`src/mcc_map.svh`:
```
// Register offsets, field positions, reset values and timing counts of the command block
`ifndef MCC_MAP_SVH
`define MCC_MAP_SVH

// ------------------------------------------------------------
// Register byte offsets
// ------------------------------------------------------------
`define MCC_OFF_STATUS 8'h00
`define MCC_OFF_CMD    8'h08
`define MCC_OFF_QUANT  8'h18

// ------------------------------------------------------------
// Command word fields
// ------------------------------------------------------------
`define MCC_B_TXON     0
`define MCC_B_RXON     1
`define MCC_B_XON      2
`define MCC_B_PROMIS   4
`define MCC_B_PAD      5
`define MCC_B_KEEPFCS  6
`define MCC_B_PASSPS   7
`define MCC_B_IGNPS    8
`define MCC_B_SAINS    9
`define MCC_B_RESTART  13
`define MCC_B_LOOP     15
`define MCC_B_XOFF     22
`define MCC_B_PASSCTL  23
`define MCC_B_NOLEN    24
`define MCC_B_DROPBAD  26
`define MCC_CMD_MASK   32'h05c0a3f7

// ------------------------------------------------------------
// Reset values, link characters and timing
// ------------------------------------------------------------
`define MCC_CMD_RST    32'h00000000
`define MCC_QUANT_RST  16'h0000
`define MCC_IDLE_D     64'h0707070707070707
`define MCC_IDLE_C     8'hff
`define MCC_START_CH   8'hfb
`define MCC_TERM_CH    8'hfd
`define MCC_CLK_NS     25
`define MCC_RESTART_NS 400
`define MCC_RESTART_CYC ((`MCC_RESTART_NS + `MCC_CLK_NS - 1) / `MCC_CLK_NS)

`endif

```
`src/mcc_pkg.sv`:
```
// Types shared by the command block
package mcc_pkg;
  typedef enum logic [0:0]
  {
    RS_IDLE = 1'b0,
    RS_RUN  = 1'b1
  } mcc_rs_t;
endpackage
```
`src/mcc_command.sv`:
```
// MAC command word, register slave, pause control, loopback mux and receive verdict
//
// Behaviour
// - Transmit enable bit; cleared by any reset
// - Receive enable bit; cleared by any reset
// - Pause-off request sends zero-quanta pause
// - Accept-all skips destination address check
// - Pad stripping removes receive padding
// - Short transmit frames always padded
// - Keep-FCS bit chooses deliver or strip CRC
// - Pad stripping forces CRC strip
// - Pass-pause forwards pause frames, else dropped
// - Disregard-pause ignores quanta, else transmit halts
// - Overwrite source address on transmit when set
// - Soft restart disables paths, flushes, clears stats
// - Soft restart bit self-clears when done
// - Loopback routes transmit into receive
// - Loopback switches only between frames
// - Idles sent to network during loopback
// - Programmed pause sends pause time quanta
// - Pass-control delivers non-pause control frames
// - Skip-length-check disables payload length compare
// - Store-forward drops errored or overflowed frames
// - Soft restart keeps config, flushes both FIFOs
`include "mcc_map.svh"
`timescale 1ns/1ps
`default_nettype none

module mcc_command
#(
  parameter int QUANTUM_CYCLES = 8
)
(
  input  wire logic        MCLK,
  input  wire logic        RESET_N,
  input  wire logic [7:0]  AVS_ADDRESS,
  input  wire logic        AVS_READ,
  input  wire logic        AVS_WRITE,
  input  wire logic [31:0] AVS_WRITEDATA,
  output var  logic [31:0] AVS_READDATA,
  output logic             AVS_WAITREQUEST,
  output logic             TX_PATH_ON,
  output logic             RX_PATH_ON,
  output logic             TX_PAD_SHORT,
  output logic             TX_OVERWRITE_SA,
  output logic             RX_STRIP_PAD,
  output logic             RX_STRIP_FCS,
  output logic             RX_CHECK_LENGTH,
  output logic             FLUSH_TX_FIFO,
  output logic             FLUSH_RX_FIFO,
  output logic             CLEAR_STATS,
  output var  logic        PAUSE_SEND,
  output var  logic [15:0] PAUSE_QUANTA,
  input  wire logic        RX_PAUSE_VALID,
  input  wire logic [15:0] RX_PAUSE_QUANTA,
  output var  logic        TX_HALT,
  input  wire logic        RX_EOF,
  input  wire logic        RX_DA_MATCH,
  input  wire logic        RX_IS_PAUSE,
  input  wire logic        RX_IS_CONTROL,
  input  wire logic        RX_LEN_MISMATCH,
  input  wire logic        RX_FRAME_ERR,
  input  wire logic        RX_OVERFLOW,
  input  wire logic        RX_STORE_FWD,
  output var  logic        RX_VERDICT_VALID,
  output var  logic        RX_VERDICT_KEEP,
  input  wire logic [63:0] CL_TXD,
  input  wire logic [7:0]  CL_TXC,
  output var  logic [63:0] CL_RXD,
  output var  logic [7:0]  CL_RXC,
  input  wire logic [63:0] PHY_RXD,
  input  wire logic [7:0]  PHY_RXC,
  output var  logic [63:0] PHY_TXD,
  output var  logic [7:0]  PHY_TXC,
  output logic             LOOPBACK_ACTIVE
);

  // ------------------------------------------------------------
  // Helpers
  // ------------------------------------------------------------
  function automatic logic has_term(input logic [63:0] d, input logic [7:0] c);
    logic t;
    t = 1'b0;
    for (int i = 0; i < 8; i++)
    begin
      if (c[i] && d[8*i +: 8] == `MCC_TERM_CH)
        t = 1'b1;
    end
    return t;
  endfunction

  logic [31:0]       cmd;
  logic [15:0]       quant;
  logic              ack;
  logic              req;
  logic              fire;
  mcc_pkg::mcc_rs_t  rs_state;
  logic [4:0]        rs_cnt;
  logic              rs_done;
  logic              in_frame;
  logic              sof;
  logic              eof;
  logic              frame_busy;
  logic              loop_active;
  logic [15:0]       halt_cnt;
  logic [15:0]       sub_cnt;
  logic              bad;
  logic              next_keep;

  // ------------------------------------------------------------
  // Register slave: one wait cycle, then the answer
  // ------------------------------------------------------------
  assign req             = AVS_READ | AVS_WRITE;
  assign AVS_WAITREQUEST = req & ~ack;
  assign fire            = req & ack;

  always_ff @(posedge MCLK)
  begin
    if (!RESET_N)
      ack <= 1'b0;
    else
      ack <= req & ~ack;
  end

  always_ff @(posedge MCLK)
  begin
    if (!RESET_N)
      AVS_READDATA <= 32'h00000000;
    else if (AVS_READ && !ack)
    begin
      case (AVS_ADDRESS)
        `MCC_OFF_CMD:    AVS_READDATA <= cmd & `MCC_CMD_MASK;
        `MCC_OFF_QUANT:  AVS_READDATA <= {16'h0000, quant};
        `MCC_OFF_STATUS: AVS_READDATA <= {28'h0000000, in_frame, TX_HALT,
                                          rs_state == mcc_pkg::RS_RUN, loop_active};
        default:         AVS_READDATA <= 32'h00000000;
      endcase
    end
  end

  // ------------------------------------------------------------
  // Command word
  // ------------------------------------------------------------
  // Restart forcing comes last so a write during the sequence cannot re-enable the paths
  always_ff @(posedge MCLK)
  begin
    if (!RESET_N)
      cmd <= `MCC_CMD_RST;
    else
    begin
      if (rs_done)
        cmd[`MCC_B_RESTART] <= 1'b0;
      if (fire && AVS_WRITE && AVS_ADDRESS == `MCC_OFF_CMD)
        cmd <= AVS_WRITEDATA & `MCC_CMD_MASK;
      if (rs_state == mcc_pkg::RS_RUN || cmd[`MCC_B_RESTART])
      begin
        cmd[`MCC_B_TXON] <= 1'b0;
        cmd[`MCC_B_RXON] <= 1'b0;
      end
    end
  end

  // Pause time register is configuration and survives a soft restart
  always_ff @(posedge MCLK)
  begin
    if (!RESET_N)
      quant <= `MCC_QUANT_RST;
    else if (fire && AVS_WRITE && AVS_ADDRESS == `MCC_OFF_QUANT)
      quant <= AVS_WRITEDATA[15:0];
  end

  // ------------------------------------------------------------
  // Soft restart sequence
  // ------------------------------------------------------------
  assign rs_done = (rs_state == mcc_pkg::RS_RUN) && (rs_cnt == 5'h00);

  always_ff @(posedge MCLK)
  begin
    if (!RESET_N)
    begin
      rs_state <= mcc_pkg::RS_IDLE;
      rs_cnt   <= 5'h00;
    end
    else
    begin
      case (rs_state)
        mcc_pkg::RS_IDLE:
          if (cmd[`MCC_B_RESTART])
          begin
            rs_state <= mcc_pkg::RS_RUN;
            rs_cnt   <= 5'(`MCC_RESTART_CYC - 1);
          end
        mcc_pkg::RS_RUN:
          if (rs_cnt == 5'h00)
            rs_state <= mcc_pkg::RS_IDLE;
          else
            rs_cnt <= rs_cnt - 5'h01;
        default:
          rs_state <= mcc_pkg::RS_IDLE;
      endcase
    end
  end

  assign FLUSH_TX_FIFO = rs_state == mcc_pkg::RS_RUN;
  assign FLUSH_RX_FIFO = rs_state == mcc_pkg::RS_RUN;
  assign CLEAR_STATS   = rs_state == mcc_pkg::RS_RUN;

  // ------------------------------------------------------------
  // Static datapath controls
  // ------------------------------------------------------------
  assign TX_PATH_ON      = cmd[`MCC_B_TXON];
  assign RX_PATH_ON      = cmd[`MCC_B_RXON];
  assign TX_PAD_SHORT    = 1'b1;
  assign TX_OVERWRITE_SA = cmd[`MCC_B_SAINS];
  assign RX_STRIP_PAD    = cmd[`MCC_B_PAD];
  assign RX_STRIP_FCS    = cmd[`MCC_B_PAD] | ~cmd[`MCC_B_KEEPFCS];
  assign RX_CHECK_LENGTH = ~cmd[`MCC_B_NOLEN];

  // ------------------------------------------------------------
  // Pause generation and received pause timer
  // ------------------------------------------------------------
  // Pause-off wins when both requests stand, so the link is never left stalled
  always_ff @(posedge MCLK)
  begin
    if (!RESET_N)
    begin
      PAUSE_SEND   <= 1'b0;
      PAUSE_QUANTA <= 16'h0000;
    end
    else
    begin
      PAUSE_SEND   <= cmd[`MCC_B_XON] | cmd[`MCC_B_XOFF];
      PAUSE_QUANTA <= cmd[`MCC_B_XON] ? 16'h0000 : quant;
    end
  end

  always_ff @(posedge MCLK)
  begin
    if (!RESET_N)
    begin
      halt_cnt <= 16'h0000;
      sub_cnt  <= 16'h0000;
    end
    else if (RX_PAUSE_VALID && !cmd[`MCC_B_IGNPS])
    begin
      halt_cnt <= RX_PAUSE_QUANTA;
      sub_cnt  <= 16'(QUANTUM_CYCLES - 1);
    end
    else if (halt_cnt != 16'h0000)
    begin
      if (sub_cnt == 16'h0000)
      begin
        halt_cnt <= halt_cnt - 16'h0001;
        sub_cnt  <= 16'(QUANTUM_CYCLES - 1);
      end
      else
        sub_cnt <= sub_cnt - 16'h0001;
    end
  end

  always_ff @(posedge MCLK)
  begin
    if (!RESET_N)
      TX_HALT <= 1'b0;
    else if (RX_PAUSE_VALID && !cmd[`MCC_B_IGNPS])
      TX_HALT <= RX_PAUSE_QUANTA != 16'h0000;
    else
      TX_HALT <= (halt_cnt > 16'h0001) || (halt_cnt == 16'h0001 && sub_cnt != 16'h0000);
  end

  // ------------------------------------------------------------
  // Receive verdict at end of frame
  // ------------------------------------------------------------
  assign bad = RX_FRAME_ERR | RX_OVERFLOW | (RX_LEN_MISMATCH & ~cmd[`MCC_B_NOLEN]);

  always_comb
  begin
    next_keep = cmd[`MCC_B_RXON];
    if (!cmd[`MCC_B_PROMIS] && !RX_DA_MATCH)
      next_keep = 1'b0;
    if (RX_IS_PAUSE && !cmd[`MCC_B_PASSPS])
      next_keep = 1'b0;
    if (RX_IS_CONTROL && !RX_IS_PAUSE && !cmd[`MCC_B_PASSCTL])
      next_keep = 1'b0;
    if (cmd[`MCC_B_DROPBAD] && RX_STORE_FWD && bad)
      next_keep = 1'b0;
  end

  always_ff @(posedge MCLK)
  begin
    if (!RESET_N)
    begin
      RX_VERDICT_VALID <= 1'b0;
      RX_VERDICT_KEEP  <= 1'b0;
    end
    else
    begin
      RX_VERDICT_VALID <= RX_EOF;
      if (RX_EOF)
        RX_VERDICT_KEEP <= next_keep;
    end
  end

  // ------------------------------------------------------------
  // Loopback at the media-independent interface
  // ------------------------------------------------------------
  assign sof        = CL_TXC[0] && CL_TXD[7:0] == `MCC_START_CH;
  assign eof        = has_term(CL_TXD, CL_TXC);
  assign frame_busy = in_frame | sof;

  always_ff @(posedge MCLK)
  begin
    if (!RESET_N)
      in_frame <= 1'b0;
    else if (sof && !eof)
      in_frame <= 1'b1;
    else if (eof)
      in_frame <= 1'b0;
  end

  // The mode only moves while no frame is on the transmit side
  always_ff @(posedge MCLK)
  begin
    if (!RESET_N)
      loop_active <= 1'b0;
    else if (!frame_busy)
      loop_active <= cmd[`MCC_B_LOOP];
  end

  assign LOOPBACK_ACTIVE = loop_active;

  always_ff @(posedge MCLK)
  begin
    if (!RESET_N)
    begin
      PHY_TXD <= `MCC_IDLE_D;
      PHY_TXC <= `MCC_IDLE_C;
      CL_RXD  <= `MCC_IDLE_D;
      CL_RXC  <= `MCC_IDLE_C;
    end
    else if (loop_active)
    begin
      PHY_TXD <= `MCC_IDLE_D;
      PHY_TXC <= `MCC_IDLE_C;
      CL_RXD  <= CL_TXD;
      CL_RXC  <= CL_TXC;
    end
    else
    begin
      PHY_TXD <= CL_TXD;
      PHY_TXC <= CL_TXC;
      CL_RXD  <= PHY_RXD;
      CL_RXC  <= PHY_RXC;
    end
  end
endmodule

`default_nettype wire

```
`config.mk`:
```
export PLATFORM = sky130hd
export DESIGN_NAME = mcc_command
export DESIGN_NICKNAME = d
export VERILOG_FILES = /design/src/mcc_pkg.sv /design/src/mcc_command.sv
export VERILOG_INCLUDE_DIRS = /design/src
export SDC_FILE = /design/constraint.sdc
export NUM_CORES = 1
export LEC_CHECK = 0
export ABC_AREA = 1
export BUFFER_PORTS_ARGS = -buffer_cell sky130_fd_sc_hd__buf_2
export CAP_MARGIN = 20
export CORE_AREA = 2 2 162 164
export CTS_BUF_LIST = sky130_fd_sc_hd__clkbuf_8
export DETAILED_ROUTE_END_ITERATION = 10
export DIE_AREA = 0 0 164 166
export MAX_ROUTING_LAYER = met4
export PLACE_DENSITY_LB_ADDON = 0.08
export SLEW_MARGIN = 30
export SYNTH_ARGS = -nofsm -noshare
export SYNTH_HDL_FRONTEND = slang
export SYNTH_SLANG_ARGS = --single-unit
```
`constraint.sdc`:
```
create_clock -name MCLK -period 1.4 [get_ports MCLK]
set_input_delay 0.07 -clock MCLK [delete_from_list [all_inputs] [get_ports MCLK]]
set_output_delay 0.07 -clock MCLK [all_outputs]
set_load 0.02 [all_outputs]
```
==> flow_metrics.tcl, run 1 <==
set metrics [dict create \
    status "finished with violations" \
    violations "negative setup slack" \
    critical_path_arrival_ns 1.92 \
    io_buffers 395 \
    power_density_nw_per_um2 1200 \
    num_vias 10907 \
    cts_max_level 2 \
    fmax_ghz 0.695 \
    worst_ep_required_time_ns 1.88 \
    n_fill_cell 2222 \
    post_drt_via_cell_ratio 4.73 \
    cp-start-kind "flip-flop" \
    avgSynthCellArea_um2 7.82 \
    maxCapViolCount 0 \
    skew_ns 0.0177 \
    cp_slowest_stage_delay_ns 0.32 \
    worstSetupPathType "flip-flop to flip-flop" \
    syn_inst 1253 \
    ys_warn_count 0 \
    path_buf_inv 2 \
    grt_overflow_total 0 \
    path_clk_slew_ns 0.06 \
    worstPathMaxFanout 7 \
    cts.sinks 256 \
    die-area_um2 27200 \
    rows 59 \
    min_path_type "input port to flip-flop" \
    finalSetupViolations 13 \
    finalHoldViolCount 0 \
    cts_root_buffer "clkbuf_8" \
    fin_ws_ns -0.0383 \
    initial_core_util 0.383 \
    clockBufferDepth 3 \
    cts_tree "yes" \
    syn_area_um2 9800 \
    vdd_drop_max_v 0.000788 \
    ios 421 \
    worstPathCellList "inv_2 > ha_4 > nand2_4 > nor2_4 > nand3_4 > nand2_4 > nand2_8 > buf_12 > nand2_4 > nand2_2 > a21oi_1" \
    dp_hpwl_um 26300 \
    cp_slowest_cell "dfxtp_2" \
    grt_usage 0.277 \
    drv_slew 0 \
    antenna_found_initial 2 \
    finalCriticalPeriod_ns 1.44 \
    leakage_uw 0.00785 \
    routabilityCongestion 0.957 \
    synthArstFlopShare 0 \
    layout.nets 2158 \
    postPlaceCellArea_um2 12800 \
    grt_max_degree 50 \
    drt-initial-drc-count 697 \
    areaGrowthSynthToFinish_pct 64.6 \
    cp_common_cell "nand2_4" \
    post-route-period-util 1.03 \
    synth_seq_cells 256 \
    core_um2 25600 \
    insertion_delay_ns 0.56 \
    rsz0062_at_grt "yes" \
    holdWs_ns 0.0736 \
    crit_family "simple AND/OR/NAND/NOR gates" \
    final_area_um2 16100 \
    worstSetupEndpointType "flip-flop" \
    yosysSeqAreaShare 0.523 \
    grt_pass1_vias 10869 \
    wirelength_um 38100 \
    drive_gt1_frac 0.360 \
    synth_edf_count 0 \
    die_w_um 164 \
    synth_ff_type "dfxtp_1" \
    grt_pass1_wl_um 57300 \
    drt-pass1-iter-count 9 \
    antenna_left 0 \
    ys_types 42 \
    wl_per_cell_um 16.5 \
    drcViolationCount 0 \
    cts-buffers-inserted 45 \
    dieHeight_um 166 \
]
==> registers in the layout (all words and copies together), names as in the netlist, 15 cells and up <==
signal and count:
CL_RXD 64, quant 16, sub_cnt 16, cmd 15, halt_cnt 16, PAUSE_QUANTA 16, PHY_TXD 64, AVS_READDATA 20
==> what timing repair did <==
action,in CTS,in global routing
buffers inserted,4,7
setup endpoints to repair,30,45
resized for setup,34,78
hold buffers,193,0
gates cloned,1,0
hold endpoints to repair,202,0
pin swaps,9,20
==> worst register-to-register path: stages, from the launching register on <==
cell and delay, ns:
dfxtp_2 0.32, inv_2 0.06, ha_4 0.14, nand2_4 0.07, nor2_4 0.12, nand3_4 0.11, nand2_4 0.11, nand2_8 0.09
buf_12 0.16, nand2_4 0.06, nand2_2 0.04, a21oi_1 0.10
==> final timing paths <==
check / depth (start not counted) / end / slack, ns / start
max: 11 / halt_cnt[8] / -0.04 / sub_cnt[0]
max reg2reg: 11 / halt_cnt[8] / -0.04 / sub_cnt[0]
min: 7 / cmd[23] / 0.07 / AVS_ADDRESS[5]
min reg2reg: 2 / PAUSE_QUANTA[10] / 0.45 / quant[10]
==> metrics by stage <==
step	setup WS, ns	power [uW]	std cells	setup TNS [ns]	util
final	-0.0383	19300	2308	-0.185	0.630
after global routing	-0.128	20300	2308	-2.12	0.630
after CTS	-0.0336	19000	2300	-0.226	0.618
after detailed placement	-0.148	11700	2023	-1.65	0.501
after global placement	-0.112	11700	2023	-0.872	0.501
after floorplan	-0.0702	10100	1264	-0.832	-
==> layout make-up <==
type | instances | area [um^2] | share of cell area
Tap cell | 335 | 419 | 0.0260
Timing Repair Buffer | 696 | 4920 | 0.305
Clock inverter | 23 | 104 | 0.00643
Antenna cell | 2 | 5.00 | 0.000310
Sequential cell | 256 | 5150 | 0.319
Clock buffer | 56 | 771 | 0.0478
Multi-Input combinational cell | 801 | 4220 | 0.261
Inverter | 139 | 544 | 0.0337
==> synth_stat cells, types with 3 or more instances <==
cell type / number / area [um^2]
buf_4: 15 / 113
o211ai_1: 18 / 135
inv_2: 5 / 18.8
xnor2_1: 3 / 26.3
inv_1: 133 / 499
ha_1: 6 / 75.1
buf_2: 5 / 25.0
o22ai_1: 8 / 50.1
nand2_1: 255 / 957
dfxtp_1: 256 / 5120
nor2_2: 7 / 43.8
nand2_2: 8 / 50.1
clkbuf_1: 45 / 169
nand3b_1: 3 / 22.5
or2_2: 18 / 113
a21oi_2: 6 / 52.6
nor2_1: 132 / 495
nand3_1: 49 / 245
o21ai_0: 86 / 430
nor2_4: 3 / 33.8
nor3_1: 23 / 115
xor2_1: 10 / 87.6
nand4_1: 19 / 119
a21oi_1: 114 / 571
==> per-layer routing <==
layer  global-route usage  share of wire  routed length, um  vias up
li1                     -              -                  -     5376
met1                0.317           0.41              15600     4970
met2                0.458           0.48              18200      453
met3               0.0564          0.066               2520      108
met4                0.137          0.048               1840        0
met5                    -              0                  0        -
==> cells by family after synthesis <==
kind of cell	Yosys count	share of synthesized area
DFF	256	0.523
xor gates and xnor gates	13	0.0116
other	2	0.000766
adders and majority gates	6	0.00766
and+or+nand+nor	526	0.234
buffers and inverters	207	0.0888
AOI/OAI and AO/OA	242	0.133
muxes	1	0.00102
==> layout by cell type, fill, tap and decap left out, types with 3 or more instances in the layout <==
cell type	n
nand2_2	24
nand3b_1	3
inv_1	143
a21oi_1	111
nor2_2	16
clkbuf_8	56
nand3_1	46
o21ai_0	86
nand2_4	12
nand3_2	3
or2_2	17
buf_12	12
o211ai_1	18
nor2_1	109
buf_6	4
conb_1	13
buf_2	393
dfxtp_1	238
o22ai_1	8
buf_4	92
dfxtp_4	3
xor2_1	10
nor3_4	3
dfxtp_2	15
nand4_1	19
clkinvlp_4	3
nor3_1	20
dlygate4sd3_1	193
nor2_4	17
nand2_1	228
inv_2	11
ha_1	3
a21oi_2	9
nand3_4	3
==> power breakdown <==
part           internal (uW)  switching (uW)
Combinational           2170            2550
Clock                   3600            3130
Sequential              7680             206
Total                  13400            5890
Note: power is estimated with default switching activity, not from simulation.
==> run 2, diff against run 1 <==
--- a/config.mk
+++ b/config.mk
@@ -14,7 +14,7 @@
 export DETAILED_ROUTE_END_ITERATION = 10
 export DIE_AREA = 0 0 164 166
 export MAX_ROUTING_LAYER = met4
-export PLACE_DENSITY_LB_ADDON = 0.08
+export PLACE_DENSITY = 0.69
 export SLEW_MARGIN = 30
 export SYNTH_ARGS = -nofsm -noshare
 export SYNTH_HDL_FRONTEND = slang
==> run 2 against run 1 <==
Against the previous run: the run still ends with negative setup slack left; combinational power decreased by 1%; global-route usage increased by 0.31 points; sequential power about the same; routed wire length increased by 2.3%; sequential cell count unchanged; clock skew increased by 0.0084 ns; fmax decreased by 1.3%; first-iteration DRC count increased by 51%; hold slack got worse by 0.030 ns; register-to-register slack got worse by 0.02 ns; worst setup slack got worse by 0.018 ns; count of clock-buffer cells in the layout decreased by 7; critical endpoint is now halt_cnt[6]; highest routed layer unchanged.
==> flow_metrics.tcl, run 2 (synthesized netlist as in run 1, its figures left out) <==
set metrics [dict create \
    drv_slew 0 \
    hold_path_depth 5 \
    io_buffers 395 \
    finalCriticalPeriod_ns 1.46 \
    cp-start-kind "flip-flop" \
    vdd_drop_max_v 0.000705 \
    fmax_ghz 0.686 \
    r2r_setup_slack_ns -0.06 \
    layout_common_cells "buf_2, dfxtp_1, nand2_1" \
    path_buf_inv 2 \
    worstPathCellList "inv_2 > ha_4 > nand2_4 > nor2_4 > nand3_4 > nand2_4 > nand2_8 > inv_16 > nand2_1 > o21ai_0 > nor2_1" \
    die_w_um 164 \
    worstSetupPathType "flip-flop to flip-flop" \
    path_clk_slew_ns 0.06 \
    die-area_um2 27200 \
    cts.sinks 256 \
    worstSetupEndpointType "flip-flop" \
    worstHoldStart "RX_DA_MATCH" \
    r2r_end "halt_cnt[6]" \
    grt_max_degree 47 \
    p_int_uw 13300 \
    n_fill_cell 2037 \
    setup_tns_ns -0.292 \
    grt_overflow_total 0 \
    worstPathMaxFanout 17 \
    wirelength_um 39000 \
    finalHoldViolCount 0 \
    clockBufferDepth 3 \
    drcViolationCount 0 \
    regArea_um2 5160 \
    multi_input_area_um2 4220 \
    p_switching_uw 5820 \
    post-route-period-util 1.04 \
    initial_core_util 0.383 \
    final_area_um2 16100 \
    power.share.sequential 0.412 \
    grt_pass1_wl_um 58700 \
    r2r-start "sub_cnt[0]" \
    combPwrFrac 0.244 \
    dp_hpwl_um 24900 \
    drive_gt1_frac 0.359 \
    ios 421 \
    status "finished with violations" \
    cts_tree "yes" \
    cp_slowest_stage_delay_ns 0.32 \
    cts-buffers-inserted 43 \
    postPlaceCellArea_um2 12900 \
    layout.nets 2155 \
    grt_pass1_vias 11279 \
    power_density_nw_per_um2 1190 \
    final_common_cell "buf_2" \
    min_to "RX_VERDICT_KEEP" \
    antenna_found_initial 2 \
    min_path_type "input port to flip-flop" \
    skew_ns 0.0261 \
    clkPwrFrac 0.345 \
    areaGrowthSynthToFinish_pct 64.0 \
    grt_usage 0.280 \
    rsz0062_at_grt "yes" \
    routabilityCongestion 0.908 \
    cp_common_cell "nand2_4" \
    cts_max_level 2 \
    core_um2 25600 \
    post_drt_via_cell_ratio 4.90 \
    dieHeight_um 166 \
    worst_ep_required_time_ns 1.82 \
    critical_path_arrival_ns 1.88 \
    swShare 0.304 \
    num_vias 11264 \
    drt-initial-drc-count 1049 \
    wl_per_cell_um 16.9 \
    maxCapViolCount 0 \
    rows 59 \
    violations "negative setup slack" \
    reg2reg_depth 11 \
    cp_slowest_cell "dfxtp_2" \
    finalSetupViolations 15 \
    crit_family "simple AND/OR/NAND/NOR gates" \
    antenna_left 0 \
    final_core_utilization 0.628 \
    top_regs "CL_RXD: 64 flops, PHY_TXD: 64 flops, AVS_READDATA: 20 flops" \
    drt-pass1-iter-count 7 \
    fin_ws_ns -0.0567 \
    cts_root_buffer "clkbuf_8" \
    holdWs_ns 0.0440 \
    insertion_delay_ns 0.55 \
    leakage_uw 0.00781 \
]
-- run 2: cell types whose count changed in the layout (fill, tap and decap cells not counted), sizes merged --
cell	before	now
clkinvlp	3	1
buf	502	504
bufinv	0	2
dlygate4sd3	193	190
clkinv	2	5
inv	157	153
clkbuf	56	49
-- run 2: what timing repair did --
action	CTS	global route
cloned	1	0
hold buffers	191	0
gates resized for setup	19	87
buffers inserted	2	12
endpoints found under the setup margin	31	48
endpoints found under the hold margin	196	0
pin swaps	9	26
-- run 2: worst max-delay path by stage --
stage,startpoint,endpoint,slack (ns),cells past startpoint
final,sub_cnt[0],halt_cnt[6],-0.06,11
after global placement,halt_cnt[5],sub_cnt[7],-0.08,7
after detailed placement,halt_cnt[4],sub_cnt[4],-0.12,7
after global routing,halt_cnt[1],halt_cnt[6],-0.13,11
after CTS,halt_cnt[1],halt_cnt[8],-0.02,8
after floorplan,LOOPBACK_ACTIVE,PHY_TXD[18],-0.07,5
-- run 2: power by group through the flow --
stage	combinational [uW]	sequential, uW	clock (uW)
after floorplan	1790	8320	0
after global placement	3610	7980	0
after detailed placement	3650	7990	0
after CTS	4160	7840	6700
after global routing	5060	7920	7020
final	4670	7890	6610
-- run 2: worst min-delay path: stages --
cell	delay, ns
buf_2	0.09
o21ai_0	0.15
a21oi_1	0.05
o211ai_1	0.10
a21oi_1	0.07
-- run 2: metal layers --
metal	GRT usage	vias to the layer above	routed length [um]
li1	-	5354	-
met1	0.316	5201	15100
met2	0.459	558	18500
met3	0.0677	151	3250
met4	0.143	0	2080
met5	-	-	0
-- run 2: area by class of cell --
type | count | area share
repair buffers | 695 | 0.306
multi-input cells | 801 | 0.262
inverters | 139 | 0.0336
clock inverters | 22 | 0.00949
diodes | 2 | 0.000311
clock buffers | 49 | 0.0419
flip-flops and latches | 256 | 0.321
well taps | 335 | 0.0261
-- run 2: per-stage QoR --
stage,total power (uW),instances,setup WS (ns)
2_1_floorplan,10100,1264,-0.0702
3_3_place_gp,11600,2021,-0.0781
3_5_place_dp,11600,2021,-0.117
4_1_cts,18700,2286,-0.0182
5_1_grt,20000,2299,-0.134
6_report,19200,2299,-0.0567
